--- src/hdl/gcva_pkg.sv ---
// Purpose: Constants for the global line control and violation counter bank
// Assumes: AXI4-Lite, 32-bit data, one register per aligned word
// Notes:   Register index times four gives the byte address
package gcva_pkg;
  localparam int unsigned NCH    = 8;
  localparam int unsigned CW     = 16;
  localparam int unsigned ADDR_W = 12;

  // Register indices and their byte addresses
  localparam logic [7:0] IDX_SOURCE = 8'h82;
  localparam logic [7:0] IDX_SELECT = 8'h8C;
  localparam logic [7:0] IDX_CMD    = 8'h8D;
  localparam logic [7:0] IDX_BYTE   = 8'h8E;
  localparam logic [ADDR_W-1:0] ADDR_SOURCE = {2'h0, IDX_SOURCE, 2'h0};
  localparam logic [ADDR_W-1:0] ADDR_SELECT = {2'h0, IDX_SELECT, 2'h0};
  localparam logic [ADDR_W-1:0] ADDR_CMD    = {2'h0, IDX_CMD, 2'h0};
  localparam logic [ADDR_W-1:0] ADDR_BYTE   = {2'h0, IDX_BYTE, 2'h0};

  // Field positions
  localparam int unsigned TX_SRC_BIT    = 7;
  localparam int unsigned TERM_SRC_BIT  = 6;
  localparam int unsigned CLR_ALL_BIT   = 4;
  localparam int unsigned LATCH_ALL_BIT = 3;
  localparam int unsigned BYTE_SEL_BIT  = 2;
  localparam int unsigned LATCH_ONE_BIT = 1;
  localparam int unsigned CLR_ONE_BIT   = 0;

  // Reset values
  localparam logic [7:0] SOURCE_RST = 8'h00;
  localparam logic [7:0] SELECT_RST = 8'h00;
  localparam logic [7:0] CMD_RST    = 8'h00;
  localparam logic [CW-1:0] COUNT_RST = 16'h0000;

  localparam logic [1:0] RESP_OKAY   = 2'h0;
  localparam logic [1:0] RESP_SLVERR = 2'h2;
endpackage

--- src/hdl/gcva_cnt_if.sv ---
// Purpose: Carries counter commands and held values between control and bank
// Assumes: One clock domain
// Notes:   held is the snapshot taken by a latch command
`timescale 1ns/10ps
interface gcva_cnt_if #(
  parameter int unsigned NCH = 8,
  parameter int unsigned CW  = 16
);
  logic [NCH-1:0] clear;
  logic [NCH-1:0] latch;
  logic [NCH-1:0] violation;
  logic [CW-1:0]  held [NCH];

  modport ctl  (output clear, output latch, output violation, input held);
  modport bank (input clear, input latch, input violation, output held);
endinterface

--- src/hdl/gcva_counter_bank.sv ---
// Purpose: Per-channel violation counters with holding registers
// Assumes: Violation inputs are one-cycle pulses synchronous to aclk
// Notes:   Clear wins over count; counters wrap
`timescale 1ns/10ps
module gcva_counter_bank #(
  parameter int unsigned NCH = 8,
  parameter int unsigned CW  = 16
) (
  input wire logic aclk,
  input wire logic aresetn,
  gcva_cnt_if.bank cnt
);
  logic [CW-1:0] count      [NCH];
  logic [CW-1:0] next_count [NCH];
  logic [CW-1:0] held_q     [NCH];
  logic [CW-1:0] next_held  [NCH];

  for (genvar i = 0; i < NCH; i++) begin : g_ch
    always_comb begin
      next_count[i] = count[i];
      next_held[i]  = held_q[i];
      if (cnt.clear[i]) begin
        next_count[i] = gcva_pkg::COUNT_RST; // RQ5 RQ10
      end else if (cnt.violation[i]) begin
        next_count[i] = count[i] + CW'(1); // RQ12
      end
      if (cnt.latch[i]) begin
        next_held[i] = count[i]; // RQ7 RQ9
      end
    end

    always_ff @(posedge aclk) begin
      if (!aresetn) begin
        count[i]  <= gcva_pkg::COUNT_RST;
        held_q[i] <= gcva_pkg::COUNT_RST;
      end else begin
        count[i]  <= next_count[i];
        held_q[i] <= next_held[i];
      end
    end

    assign cnt.held[i] = held_q[i];
  end
endmodule

--- src/hdl/gcva_top.sv ---
// Purpose: Global line source select and violation counter access registers
// Assumes: AXI4-Lite slave, one write and one read outstanding at a time
// Notes:   Unmapped addresses answer SLVERR; byte read register ignores writes
`timescale 1ns/10ps
// Functional notes
// [RQ1] Tx enables follow the register bits if tx source is 0, the pins if 1.
// [RQ2] Rx termination follows channel bits if its source is 0, the pin if 1.
// [RQ3] Select bits 3:0 pick the channel for byte read, latch and clear.
// [RQ4] Code 0 selects no channel, code n+1 channel n; the field resets to 0.
// [RQ5] While the clear-all bit is 1 every counter is held at zero.
// [RQ6] Software holds clear-all at 1 for at least 1 us before writing 0.
// [RQ7] Latch-all at 1 copies every counter into its holding register.
// [RQ8] Spare select and command bits are plain storage that resets to 0.
// [RQ9] Latch-one at 1 copies the selected counter into its holding register.
// [RQ10] Clear-one at 1 zeroes the selected counter; software holds it 1 us.
// [RQ11] Byte read shows the low held byte if byte select is 0, the high if 1.
// [RQ12] Eight 16-bit counters count violations; code n+1 selects channel n.
module gcva_top #(
  parameter int unsigned NCH = gcva_pkg::NCH,
  parameter int unsigned CW  = gcva_pkg::CW
) (
  input  wire logic                        aclk,
  input  wire logic                        aresetn,
  input  wire logic [gcva_pkg::ADDR_W-1:0] s_axi_awaddr,
  input  wire logic                        s_axi_awvalid,
  output logic                             s_axi_awready,
  input  wire logic [31:0]                 s_axi_wdata,
  input  wire logic [3:0]                  s_axi_wstrb,
  input  wire logic                        s_axi_wvalid,
  output logic                             s_axi_wready,
  output logic [1:0]                       s_axi_bresp,
  output logic                             s_axi_bvalid,
  input  wire logic                        s_axi_bready,
  input  wire logic [gcva_pkg::ADDR_W-1:0] s_axi_araddr,
  input  wire logic                        s_axi_arvalid,
  output logic                             s_axi_arready,
  output logic [31:0]                      s_axi_rdata,
  output logic [1:0]                       s_axi_rresp,
  output logic                             s_axi_rvalid,
  input  wire logic                        s_axi_rready,
  input  wire logic [NCH-1:0]              line_code_violation,
  input  wire logic [NCH-1:0]              tx_enable_reg_bits,
  input  wire logic [NCH-1:0]              transmitter_on,
  input  wire logic [NCH-1:0]              rx_termination_reg_bits,
  input  wire logic                        rx_termination_pin,
  output logic [NCH-1:0]                   tx_enable,
  output logic [NCH-1:0]                   rx_termination
);
  gcva_cnt_if #(.NCH(NCH), .CW(CW)) cnt ();

  gcva_counter_bank #(.NCH(NCH), .CW(CW)) u_bank (
    .aclk    (aclk),
    .aresetn (aresetn),
    .cnt     (cnt)
  );

  logic [7:0]                  source_reg;
  logic [7:0]                  select_reg;
  logic [7:0]                  cmd_reg;
  logic [7:0]                  next_source;
  logic [7:0]                  next_select;
  logic [7:0]                  next_cmd;
  logic                        aw_have;
  logic                        w_have;
  logic [gcva_pkg::ADDR_W-1:0] aw_addr;
  logic [7:0]                  w_byte;
  logic                        w_lane0;
  logic                        next_aw_have;
  logic                        next_w_have;
  logic [gcva_pkg::ADDR_W-1:0] next_aw_addr;
  logic [7:0]                  next_w_byte;
  logic                        next_w_lane0;
  logic                        next_awready;
  logic                        next_wready;
  logic                        next_bvalid;
  logic [1:0]                  next_bresp;
  logic                        next_arready;
  logic                        next_rvalid;
  logic [31:0]                 next_rdata;
  logic [1:0]                  next_rresp;
  logic [NCH-1:0]              next_tx_enable;
  logic [NCH-1:0]              next_rx_term;
  logic [NCH-1:0]              chan_hit;
  logic [CW-1:0]               sel_held;
  logic [7:0]                  sel_byte;

  // Channel decode: code 0 selects nothing
  always_comb begin
    chan_hit = '0;
    sel_held = gcva_pkg::COUNT_RST;
    for (int i = 0; i < NCH; i++) begin
      if (select_reg[3:0] == 4'(i + 1)) begin // RQ3 RQ4 RQ12
        chan_hit[i] = 1'b1;
        sel_held    = cnt.held[i];
      end
    end
    if (cmd_reg[gcva_pkg::BYTE_SEL_BIT]) begin
      sel_byte = sel_held[15:8]; // RQ11
    end else begin
      sel_byte = sel_held[7:0]; // RQ11
    end
  end

  // Only the command bits reach the counters; upper bits are plain storage
  always_comb begin
    for (int i = 0; i < NCH; i++) begin
      cnt.clear[i] = cmd_reg[gcva_pkg::CLR_ALL_BIT] // RQ5
                   | (cmd_reg[gcva_pkg::CLR_ONE_BIT] & chan_hit[i]); // RQ10
      cnt.latch[i] = cmd_reg[gcva_pkg::LATCH_ALL_BIT] // RQ7
                   | (cmd_reg[gcva_pkg::LATCH_ONE_BIT] & chan_hit[i]); // RQ9
    end
    cnt.violation = line_code_violation;
  end

  always_comb begin
    if (source_reg[gcva_pkg::TX_SRC_BIT]) begin
      next_tx_enable = transmitter_on; // RQ1
    end else begin
      next_tx_enable = tx_enable_reg_bits; // RQ1
    end
    if (source_reg[gcva_pkg::TERM_SRC_BIT]) begin
      next_rx_term = {NCH{rx_termination_pin}}; // RQ2
    end else begin
      next_rx_term = rx_termination_reg_bits; // RQ2
    end
  end

  // Write path: address and data taken in either order
  always_comb begin
    next_aw_have = aw_have;
    next_w_have  = w_have;
    next_aw_addr = aw_addr;
    next_w_byte  = w_byte;
    next_w_lane0 = w_lane0;
    next_bvalid  = s_axi_bvalid;
    next_bresp   = s_axi_bresp;
    next_source  = source_reg;
    next_select  = select_reg;
    next_cmd     = cmd_reg;
    if (s_axi_awvalid && s_axi_awready) begin
      next_aw_have = 1'b1;
      next_aw_addr = s_axi_awaddr;
    end
    if (s_axi_wvalid && s_axi_wready) begin
      next_w_have  = 1'b1;
      next_w_byte  = s_axi_wdata[7:0];
      next_w_lane0 = s_axi_wstrb[0];
    end
    if (s_axi_bvalid && s_axi_bready) begin
      next_bvalid = 1'b0;
    end
    if (aw_have && w_have && !s_axi_bvalid) begin
      next_aw_have = 1'b0;
      next_w_have  = 1'b0;
      next_bvalid  = 1'b1;
      next_bresp   = gcva_pkg::RESP_OKAY;
      case (aw_addr)
        gcva_pkg::ADDR_SOURCE: begin
          if (w_lane0) begin
            next_source = w_byte;
          end
        end
        gcva_pkg::ADDR_SELECT: begin
          if (w_lane0) begin
            next_select = w_byte; // RQ3 RQ8
          end
        end
        gcva_pkg::ADDR_CMD: begin
          if (w_lane0) begin
            next_cmd = w_byte; // RQ8
          end
        end
        gcva_pkg::ADDR_BYTE: begin
          next_bresp = gcva_pkg::RESP_OKAY;
        end
        default: begin
          next_bresp = gcva_pkg::RESP_SLVERR;
        end
      endcase
    end
    next_awready = !next_aw_have && !next_bvalid;
    next_wready  = !next_w_have && !next_bvalid;
  end

  // Read path
  always_comb begin
    next_rvalid = s_axi_rvalid;
    next_rdata  = s_axi_rdata;
    next_rresp  = s_axi_rresp;
    if (s_axi_rvalid && s_axi_rready) begin
      next_rvalid = 1'b0;
    end
    if (s_axi_arvalid && s_axi_arready) begin
      next_rvalid = 1'b1;
      next_rresp  = gcva_pkg::RESP_OKAY;
      case (s_axi_araddr)
        gcva_pkg::ADDR_SOURCE: next_rdata = {24'h000000, source_reg};
        gcva_pkg::ADDR_SELECT: next_rdata = {24'h000000, select_reg}; // RQ8
        gcva_pkg::ADDR_CMD:    next_rdata = {24'h000000, cmd_reg}; // RQ8
        gcva_pkg::ADDR_BYTE:   next_rdata = {24'h000000, sel_byte}; // RQ11
        default: begin
          next_rdata = 32'h00000000;
          next_rresp = gcva_pkg::RESP_SLVERR;
        end
      endcase
    end
    next_arready = !next_rvalid;
  end

  always_ff @(posedge aclk) begin
    if (!aresetn) begin
      source_reg     <= gcva_pkg::SOURCE_RST;
      select_reg     <= gcva_pkg::SELECT_RST; // RQ4 RQ8
      cmd_reg        <= gcva_pkg::CMD_RST; // RQ8
      aw_have        <= 1'b0;
      w_have         <= 1'b0;
      aw_addr        <= '0;
      w_byte         <= 8'h00;
      w_lane0        <= 1'b0;
      s_axi_awready  <= 1'b0;
      s_axi_wready   <= 1'b0;
      s_axi_bvalid   <= 1'b0;
      s_axi_bresp    <= gcva_pkg::RESP_OKAY;
      s_axi_arready  <= 1'b0;
      s_axi_rvalid   <= 1'b0;
      s_axi_rdata    <= 32'h00000000;
      s_axi_rresp    <= gcva_pkg::RESP_OKAY;
      tx_enable      <= '0;
      rx_termination <= '0;
    end else begin
      source_reg     <= next_source;
      select_reg     <= next_select;
      cmd_reg        <= next_cmd;
      aw_have        <= next_aw_have;
      w_have         <= next_w_have;
      aw_addr        <= next_aw_addr;
      w_byte         <= next_w_byte;
      w_lane0        <= next_w_lane0;
      s_axi_awready  <= next_awready;
      s_axi_wready   <= next_wready;
      s_axi_bvalid   <= next_bvalid;
      s_axi_bresp    <= next_bresp;
      s_axi_arready  <= next_arready;
      s_axi_rvalid   <= next_rvalid;
      s_axi_rdata    <= next_rdata;
      s_axi_rresp    <= next_rresp;
      tx_enable      <= next_tx_enable;
      rx_termination <= next_rx_term;
    end
  end
endmodule

--- config.mk ---
export PLATFORM = sky130hd
export DESIGN_NAME = gcva_top
export DESIGN_NICKNAME = d
export VERILOG_FILES = /design/src/hdl/gcva_pkg.sv /design/src/hdl/gcva_cnt_if.sv /design/src/hdl/gcva_counter_bank.sv /design/src/hdl/gcva_top.sv
export SDC_FILE = /design/constraint.sdc
export NUM_CORES = 1
export LEC_CHECK = 0
export BUFFER_PORTS_ARGS = -buffer_cell sky130_fd_sc_hd__buf_2
export CAP_MARGIN = 25
export CORE_MARGIN = 5
export CORE_UTILIZATION = 45
export DETAILED_ROUTE_END_ITERATION = 10
export PLACE_DENSITY = 0.64
export SYNTH_ARGS = -nofsm -noshare
export SYNTH_HDL_FRONTEND = slang
export SYNTH_SLANG_ARGS = --single-unit
--- constraint.sdc ---
create_clock -name aclk -period 1.8 [get_ports aclk]
set_clock_uncertainty 0.1 [all_clocks]
set_input_delay 0.09 -clock aclk [delete_from_list [all_inputs] [get_ports aclk]]
set_output_delay 0.09 -clock aclk [all_outputs]
set_load 0.03 [all_outputs]
==> results of run 1 <==
[path summary, 6_finish.rpt]
path | start | endpoint | slack, ns | cells after the start
max | select_reg[2] | s_axi_rdata[5] | -0.16 | 7
min | s_axi_araddr[1] | s_axi_rdata[6] | 0.02 | 6
max reg2reg | select_reg[2] | s_axi_rdata[5] | -0.16 | 7
min reg2reg | u_bank.held_q[1][38] | u_bank.held_q[1][38] | 0.36 | 2
[kinds of logic (layout without fill, tap and decap cells)]
| group | after synthesis | count (layout) | share of synthesized area (%) |
|---|---|---|---|
| AOI/OAI and AO/OA | 282 | 282 | 13.0 |
| DFF | 334 | 334 | 43.7 |
| adders and majority gates | 8 | 8 | 0.654 |
| muxes | 131 | 131 | 8.57 |
| buffers and inverters | 136 | 473 | 4.88 |
| and+or+nand+nor | 691 | 691 | 23.7 |
| other | 1 | 26 | 0.0245 |
| xor gates and xnor gates | 96 | 96 | 5.49 |
[metal layers]
layer / part of all wire (%) / vias to the layer above
li1: - / 6471
met5: 0 / -
met3: 3.8 / 89
met2: 48 / 274
met1: 45 / 6183
met4: 2.8 / 0
[area by class of cell]
type                    count  area, um2
fillers                  2753      12700
clock inverters            11       61.3
multi-input cells        1234       8840
inverters                  20       77.6
repair buffers            390       3480
flip-flops and latches    334       6710
well taps                 448        561
clock buffers              52       1070
[critical path: cells and delay by family, from the launching register on]
kind	cells	cell delay [ns]
and+or+nand+nor	1	0.58
AOI/OAI and AO/OA	3	0.33
DFF	1	0.39
buffers and inverters	3	0.42
[timing repair]
item	in CTS	in global routing
buffers inserted	22	11
resized for setup	114	190
pin swaps	36	88
gates cloned	8	4
hold buffers	79	0
setup endpoints to repair	181	238
hold endpoints to repair	105	0
[power groups by stage]
| stage | sequential (uW) | combinational, uW | clock [uW] |
|---|---|---|---|
| after floorplan | 7780 | 450 | 0 |
| after global placement | 7730 | 723 | 0 |
| after detailed placement | 7730 | 732 | 0 |
| after CTS | 7570 | 883 | 7300 |
| after global routing | 7580 | 1040 | 7610 |
| final | 7570 | 961 | 7150 |
[cell usage after synthesis (12+ instances only)]
cell,number
sky130_fd_sc_hd__nor2b_1,122
sky130_fd_sc_hd__xnor2_1,33
sky130_fd_sc_hd__nand3b_1,20
sky130_fd_sc_hd__nand2_1,199
sky130_fd_sc_hd__and3_1,13
sky130_fd_sc_hd__nor2_1,135
sky130_fd_sc_hd__nor3_1,22
sky130_fd_sc_hd__dfxtp_1,334
sky130_fd_sc_hd__buf_4,42
sky130_fd_sc_hd__buf_2,26
sky130_fd_sc_hd__nand2b_1,15
sky130_fd_sc_hd__and4_1,15
sky130_fd_sc_hd__a211oi_1,14
sky130_fd_sc_hd__nand4_1,43
sky130_fd_sc_hd__a21boi_0,78
sky130_fd_sc_hd__or3_1,21
sky130_fd_sc_hd__a21oi_1,53
sky130_fd_sc_hd__a221oi_1,12
sky130_fd_sc_hd__clkbuf_1,38
sky130_fd_sc_hd__mux2i_1,130
sky130_fd_sc_hd__o21ai_0,41
sky130_fd_sc_hd__nand3_1,33
sky130_fd_sc_hd__xor2_1,63
sky130_fd_sc_hd__inv_1,18
[stage by stage]
stage,utilization (%),cells,area [um2],setup WS [ns],hold slack [ns]
global route,62.0,2489,20800,-0.180,0.0878
CTS,60.0,2484,20100,-0.217,0.00452
finish,62.0,2489,20800,-0.155,0.0237
global placement,52.1,2314,17500,-0.365,0.242
floorplan,-,1704,15400,0.00533,0.135
detailed placement,52.1,2314,17500,-0.394,0.250
==> impl_metrics.json, run 1 <==
{
  "result_of_the_run": "complete, but fails checks",
  "failed_checks": "setup timing",
  "chipHeight_um": 194,
  "hold_class": "input port to flop",
  "h-tree-depth": 2,
  "number_of_hold_violations_in_the_final_report": 0,
  "crit_path_top_delay_cell": "sky130_fd_sc_hd__or4b_4",
  "power.ir.vdd_worst_mv": 0.688,
  "crit_path_frequent_cell": "sky130_fd_sc_hd__buf_4",
  "timing.critical_path.arrival_ns": 2.25,
  "finalCritPeriodShare_pct": 109,
  "max-cap-violations": 0,
  "worstPathRequired_ns": 2.09,
  "design.final.nets": 2125,
  "synth_enable_flop_cells": 0,
  "post_synth_instance_area_um2": 15300,
  "setup-violations-final": 78,
  "layout_common_cells": "325 x sky130_fd_sc_hd__dfxtp_1, 171 x sky130_fd_sc_hd__nand2_1, 144 x sky130_fd_sc_hd__buf_4, 125 x sky130_fd_sc_hd__mux2i_1, 118 x sky130_fd_sc_hd__nor2b_1",
  "grt_pass1_vias": 12692,
  "synth-seq-area-share_pct": 43.7,
  "critPathLaunchType": "flop",
  "grt_first_pass_wirelength_um": 69700,
  "final_common_cell": "sky130_fd_sc_hd__dfxtp_1",
  "power_frac_seq_pct": 48.3,
  "num_io_pins": 157,
  "grt_max_degree": 106,
  "power.total_uw": 15700,
  "global_route.overflow_total": 0,
  "diodes": 0,
  "num_rows": 67,
  "chipWidth_um": 194,
  "place.gp.congestion": 0.925,
  "comb_power_share_pct": 6.1,
  "dr.first_iter.drc_count": 608,
  "postSynthRegisterBits": 334,
  "postSynthCellCount": 1679,
  "ys.flop_type": "sky130_fd_sc_hd__dfxtp_1",
  "finalMaxSlewViolations": 0,
  "clkSlewWorstSetupHoldPaths_ns": 0.06,
  "asyncSetResetFlopFracSynth_pct": 0,
  "net-switching-power_uw": 3590,
  "grt.met3_usage_pct": 3.01,
  "setup.worst_path.class": "flop to flop",
  "port_buffers": 103,
  "flow.area_growth_from_synthesis_pct": 35.9,
  "die-area_um2": 37800,
  "numCtsBuffers": 37,
  "hpwlAfterDp_um": 30800,
  "intPower_uw": 12100,
  "number_of_sinks_on_the_clock_net": 334,
  "remaining_drc_errors": 0,
  "switching_fraction_pct": 22.9,
  "core-area_um2": 33500,
  "use_met2_pct": 37.8,
  "synth_warnings": 0,
  "grt_setup_unrepaired": "yes",
  "fin_crit_ns": 1.96,
  "critical_path.max_fanout": 6,
  "final.setup.tns_ns": -2.66,
  "power_leakage_uw": 0.00827,
  "largest_registers": "u_bank.count (128), u_bank.held_q (128), aw_addr (12)",
  "clkPwrFrac_pct": 45.6,
  "tritoncts": "yes",
  "max_freq_ghz": 0.511,
  "cts_max_path_buffers": 3,
  "synth.distinct_cells": 86,
  "global_route.peak_usage_layer": "met2",
  "ctsRootBufferMaster": "sky130_fd_sc_hd__clkbuf_16",
  "synth_area_leader_cell": "sky130_fd_sc_hd__dfxtp_1",
  "post_synth_top_area_share_pct": 43.7,
  "routed_wirelength_um": 44800,
  "detailroute.via_count": 13017,
  "firstDrtPassIters": 5,
  "start_util_pct": 45.7,
  "cp-end-kind": "flop",
  "final_critical_path_setup_slack_ns": -0.155,
  "synth_area_leaders": "sky130_fd_sc_hd__dfxtp_1 44%, sky130_fd_sc_hd__mux2i_1 8.5%, sky130_fd_sc_hd__nor2b_1 5.0%",
  "clkLatencyLatePin_ns": 0.53,
  "powerDensity_nw_per_um2": 753,
  "antenna_violations_before_repair": 0,
  "globalRouteTotalUtil_pct": 22.4,
  "path_cells": "buf_6 > or4b_4 > buf_4 > buf_4 > o21ai_4 > a211o_1 > a21oi_1",
  "post_route_cells_drive_above_1_share_pct": 26.9,
  "grt_use_met1_pct": 30.2,
  "wire_per_inst_um": 18.0,
  "postSynthAreaPerCell_um2": 9.12,
  "postRouteAntennaNets": 0,
  "max_stage_delay_ns": 0.58,
  "post_drt_via_cell_ratio": 5.23
}
Power figures use the tool's default switching activity.
==> inputs of run 2 (changes only) <==
--- a/config.mk
+++ b/config.mk
@@ -9,6 +9,7 @@
 export CAP_MARGIN = 25
 export CORE_MARGIN = 5
 export CORE_UTILIZATION = 45
+export CTS_BUF_LIST = sky130_fd_sc_hd__clkbuf_16
 export DETAILED_ROUTE_END_ITERATION = 10
 export PLACE_DENSITY = 0.64
 export SYNTH_ARGS = -nofsm -noshare
==> run 2 against run 1 <==
The run still ends with setup timing left. Non-clock buffer count is 6 higher. Sequential cell count stayed put. Critical endpoint unchanged. Largest power group unchanged. Via count is 1.6% higher. Largest cell class unchanged. Routed wire length is 1.8% higher.
==> impl_metrics.json, run 2 (same netlist as run 1, synthesis figures left out) <==
{
  "finalCritPeriodShare_pct": 111,
  "remaining_drc_errors": 0,
  "numPlacedInstances": 2314,
  "area_used_by_multi_input_combinational_logic_um2": 8850,
  "failed_checks": "setup timing",
  "layout_common_cells": "325 x sky130_fd_sc_hd__dfxtp_1, 168 x sky130_fd_sc_hd__nand2_1, 139 x sky130_fd_sc_hd__buf_4, 126 x sky130_fd_sc_hd__mux2i_1, 119 x sky130_fd_sc_hd__nor2b_1",
  "powerDensity_nw_per_um2": 737,
  "tightest_slew_ns": 0.502,
  "number_of_buffers_and_inverters_on_the_critical_path": 1,
  "clkSlewWorstSetupHoldPaths_ns": 0.06,
  "power.ir.vdd_worst_mv": 0.651,
  "cp-end-kind": "flop",
  "crit_path_top_delay_cell": "sky130_fd_sc_hd__dfxtp_4",
  "firstDrtPassIters": 5,
  "final_critical_path_setup_slack_ns": -0.199,
  "max_stage_delay_ns": 0.43,
  "core-area_um2": 33500,
  "numCtsBuffers": 37,
  "grt_max_degree": 106,
  "global_route.overflow_total": 0,
  "slew-limit-headroom_pct": 66.3,
  "flow.area_growth_from_synthesis_pct": 36.6,
  "power_leakage_uw": 0.00841,
  "number_of_hold_violations_in_the_final_report": 0,
  "detailroute.via_count": 13227,
  "finalNonFillerCells": 2495,
  "hpwlAfterDp_um": 30800,
  "setup-violations-final": 94,
  "timing.rr.start": "select_reg[2]",
  "h-tree-depth": 2,
  "power.total_uw": 15400,
  "diodes": 0,
  "num_rows": 67,
  "path_cells": "buf_6 > or3b_1 > o2bb2ai_1 > o21ai_0 > a211o_1 > a21oi_1",
  "post_drt_via_cell_ratio": 5.30,
  "start_util_pct": 45.7,
  "grt_pass1_vias": 12622,
  "routed_wirelength_um": 45600,
  "n_fill_cell": 2762,
  "finalMaxSlewViolations": 0,
  "critical-path-top-delay-family": "compound AO/OA/AOI/OAI gates",
  "design.final.nets": 2131,
  "min_hold_slack_ns": 0.0248,
  "chipHeight_um": 194,
  "worstPathRequired_ns": 2.15,
  "final_common_cell": "sky130_fd_sc_hd__dfxtp_1",
  "number_of_sinks_on_the_clock_net": 334,
  "ctsRootBufferMaster": "sky130_fd_sc_hd__clkbuf_16",
  "timing.critical_path.arrival_ns": 2.35,
  "place.gp.congestion": 0.925,
  "max-cap-violations": 0,
  "cts_max_path_buffers": 3,
  "postRouteAntennaNets": 0,
  "critical_path.max_fanout": 6,
  "wire_per_inst_um": 18.3,
  "grt_setup_unrepaired": "yes",
  "result_of_the_run": "complete, but fails checks",
  "port_buffers": 103,
  "max_freq_ghz": 0.500,
  "tritoncts": "yes",
  "antenna_violations_before_repair": 0,
  "hold_class": "input port to flop",
  "num_io_pins": 157,
  "setup.worst_path.class": "flop to flop",
  "die-area_um2": 37800,
  "dr.first_iter.drc_count": 556,
  "post_route_cells_drive_above_1_share_pct": 27.2,
  "grt_first_pass_wirelength_um": 69300,
  "clkLatencyLatePin_ns": 0.53,
  "seq_area_um2": 6710,
  "globalRouteTotalUtil_pct": 22.3,
  "chipWidth_um": 194,
  "largest_registers": "u_bank.count (128), u_bank.held_q (128), aw_addr (12)",
  "worstSetupStartpoint": "select_reg[2]",
  "fin_crit_ns": 2.00,
  "dp_worst_setup_slack_ns": -0.394,
  "worstHoldStart": "s_axi_araddr[1]",
  "critPathLaunchType": "flop"
}
[run 2: cell count changes in the layout (fill, tap and decap cells not counted), moves of 6 or more]
cell / before / now
sky130_fd_sc_hd__a21boi_1: 29 / 23
sky130_fd_sc_hd__buf_6: 25 / 31
sky130_fd_sc_hd__clkbuf_1: 8 / 0
sky130_fd_sc_hd__clkbuf_16: 44 / 50
sky130_fd_sc_hd__inv_1: 16 / 25
sky130_fd_sc_hd__nor2_1: 109 / 101
sky130_fd_sc_hd__nor2_2: 4 / 11
[run 2: area by class of cell]
cell class              count  share of cell area (%)
clock buffers              39                    4.67
clock inverters            24                   0.526
inverters                  20                   0.401
multi-input cells        1234                    42.3
flip-flops and latches    334                    32.1
well taps                 448                    2.68
repair buffers            396                    17.4
[run 2: tightest hold or removal path: cells and delay by family]
kind / cells / cell delay, ns
AND/OR/NAND/NOR: 3 / 0.22
AO/OA/AOI/OAI: 2 / 0.21
buffers and inverters: 1 / 0.10
[run 2: per-stage QoR]
step                util, %  setup TNS, ns  area [um2]
global placement       52.1         -10.58       17500
global route           62.4         -10.58       20900
CTS                    58.9          -9.87       19700
floorplan                 -              0       15400
detailed placement     52.1         -12.75       17500
finish                 62.4          -3.38       20900
[run 2: where the power goes]
part / leakage [uW] / internal [uW] / switching, uW
sequential: 0.00271 / 7490 / 84.4
combinational: 0.00514 / 450 / 516
clock: 0.000571 / 3900 / 2990
[run 2: path summary, 6_finish.rpt]
check	cells after the start	endpoint	slack [ns]
worst min register to register	2	u_bank.held_q[0][32]	0.36
worst max-delay path	6	s_axi_rdata[5]	-0.20
worst min-delay path	6	s_axi_rdata[6]	0.02
worst max register to register	6	s_axi_rdata[5]	-0.20
[run 2: layer usage]
layer | vias to the layer above | global-route usage [%] | share of wire, %
met5 | - | 0 | 0
met4 | 0 | 6.33 | 3.6
met3 | 112 | 2.86 | 4.1
met2 | 321 | 37.6 | 48
met1 | 6316 | 30.0 | 45
li1 | 6478 | - | -
[run 2: timing repair]
| item | in CTS | in global routing |
|---|---|---|
| hold endpoints to repair | 105 | 0 |
| gates cloned | 6 | 11 |
| hold buffers | 79 | 0 |
| pin swaps | 12 | 116 |
| buffers inserted | 11 | 19 |
| endpoints found under the setup margin | 180 | 260 |
| resized for setup | 56 | 258 |
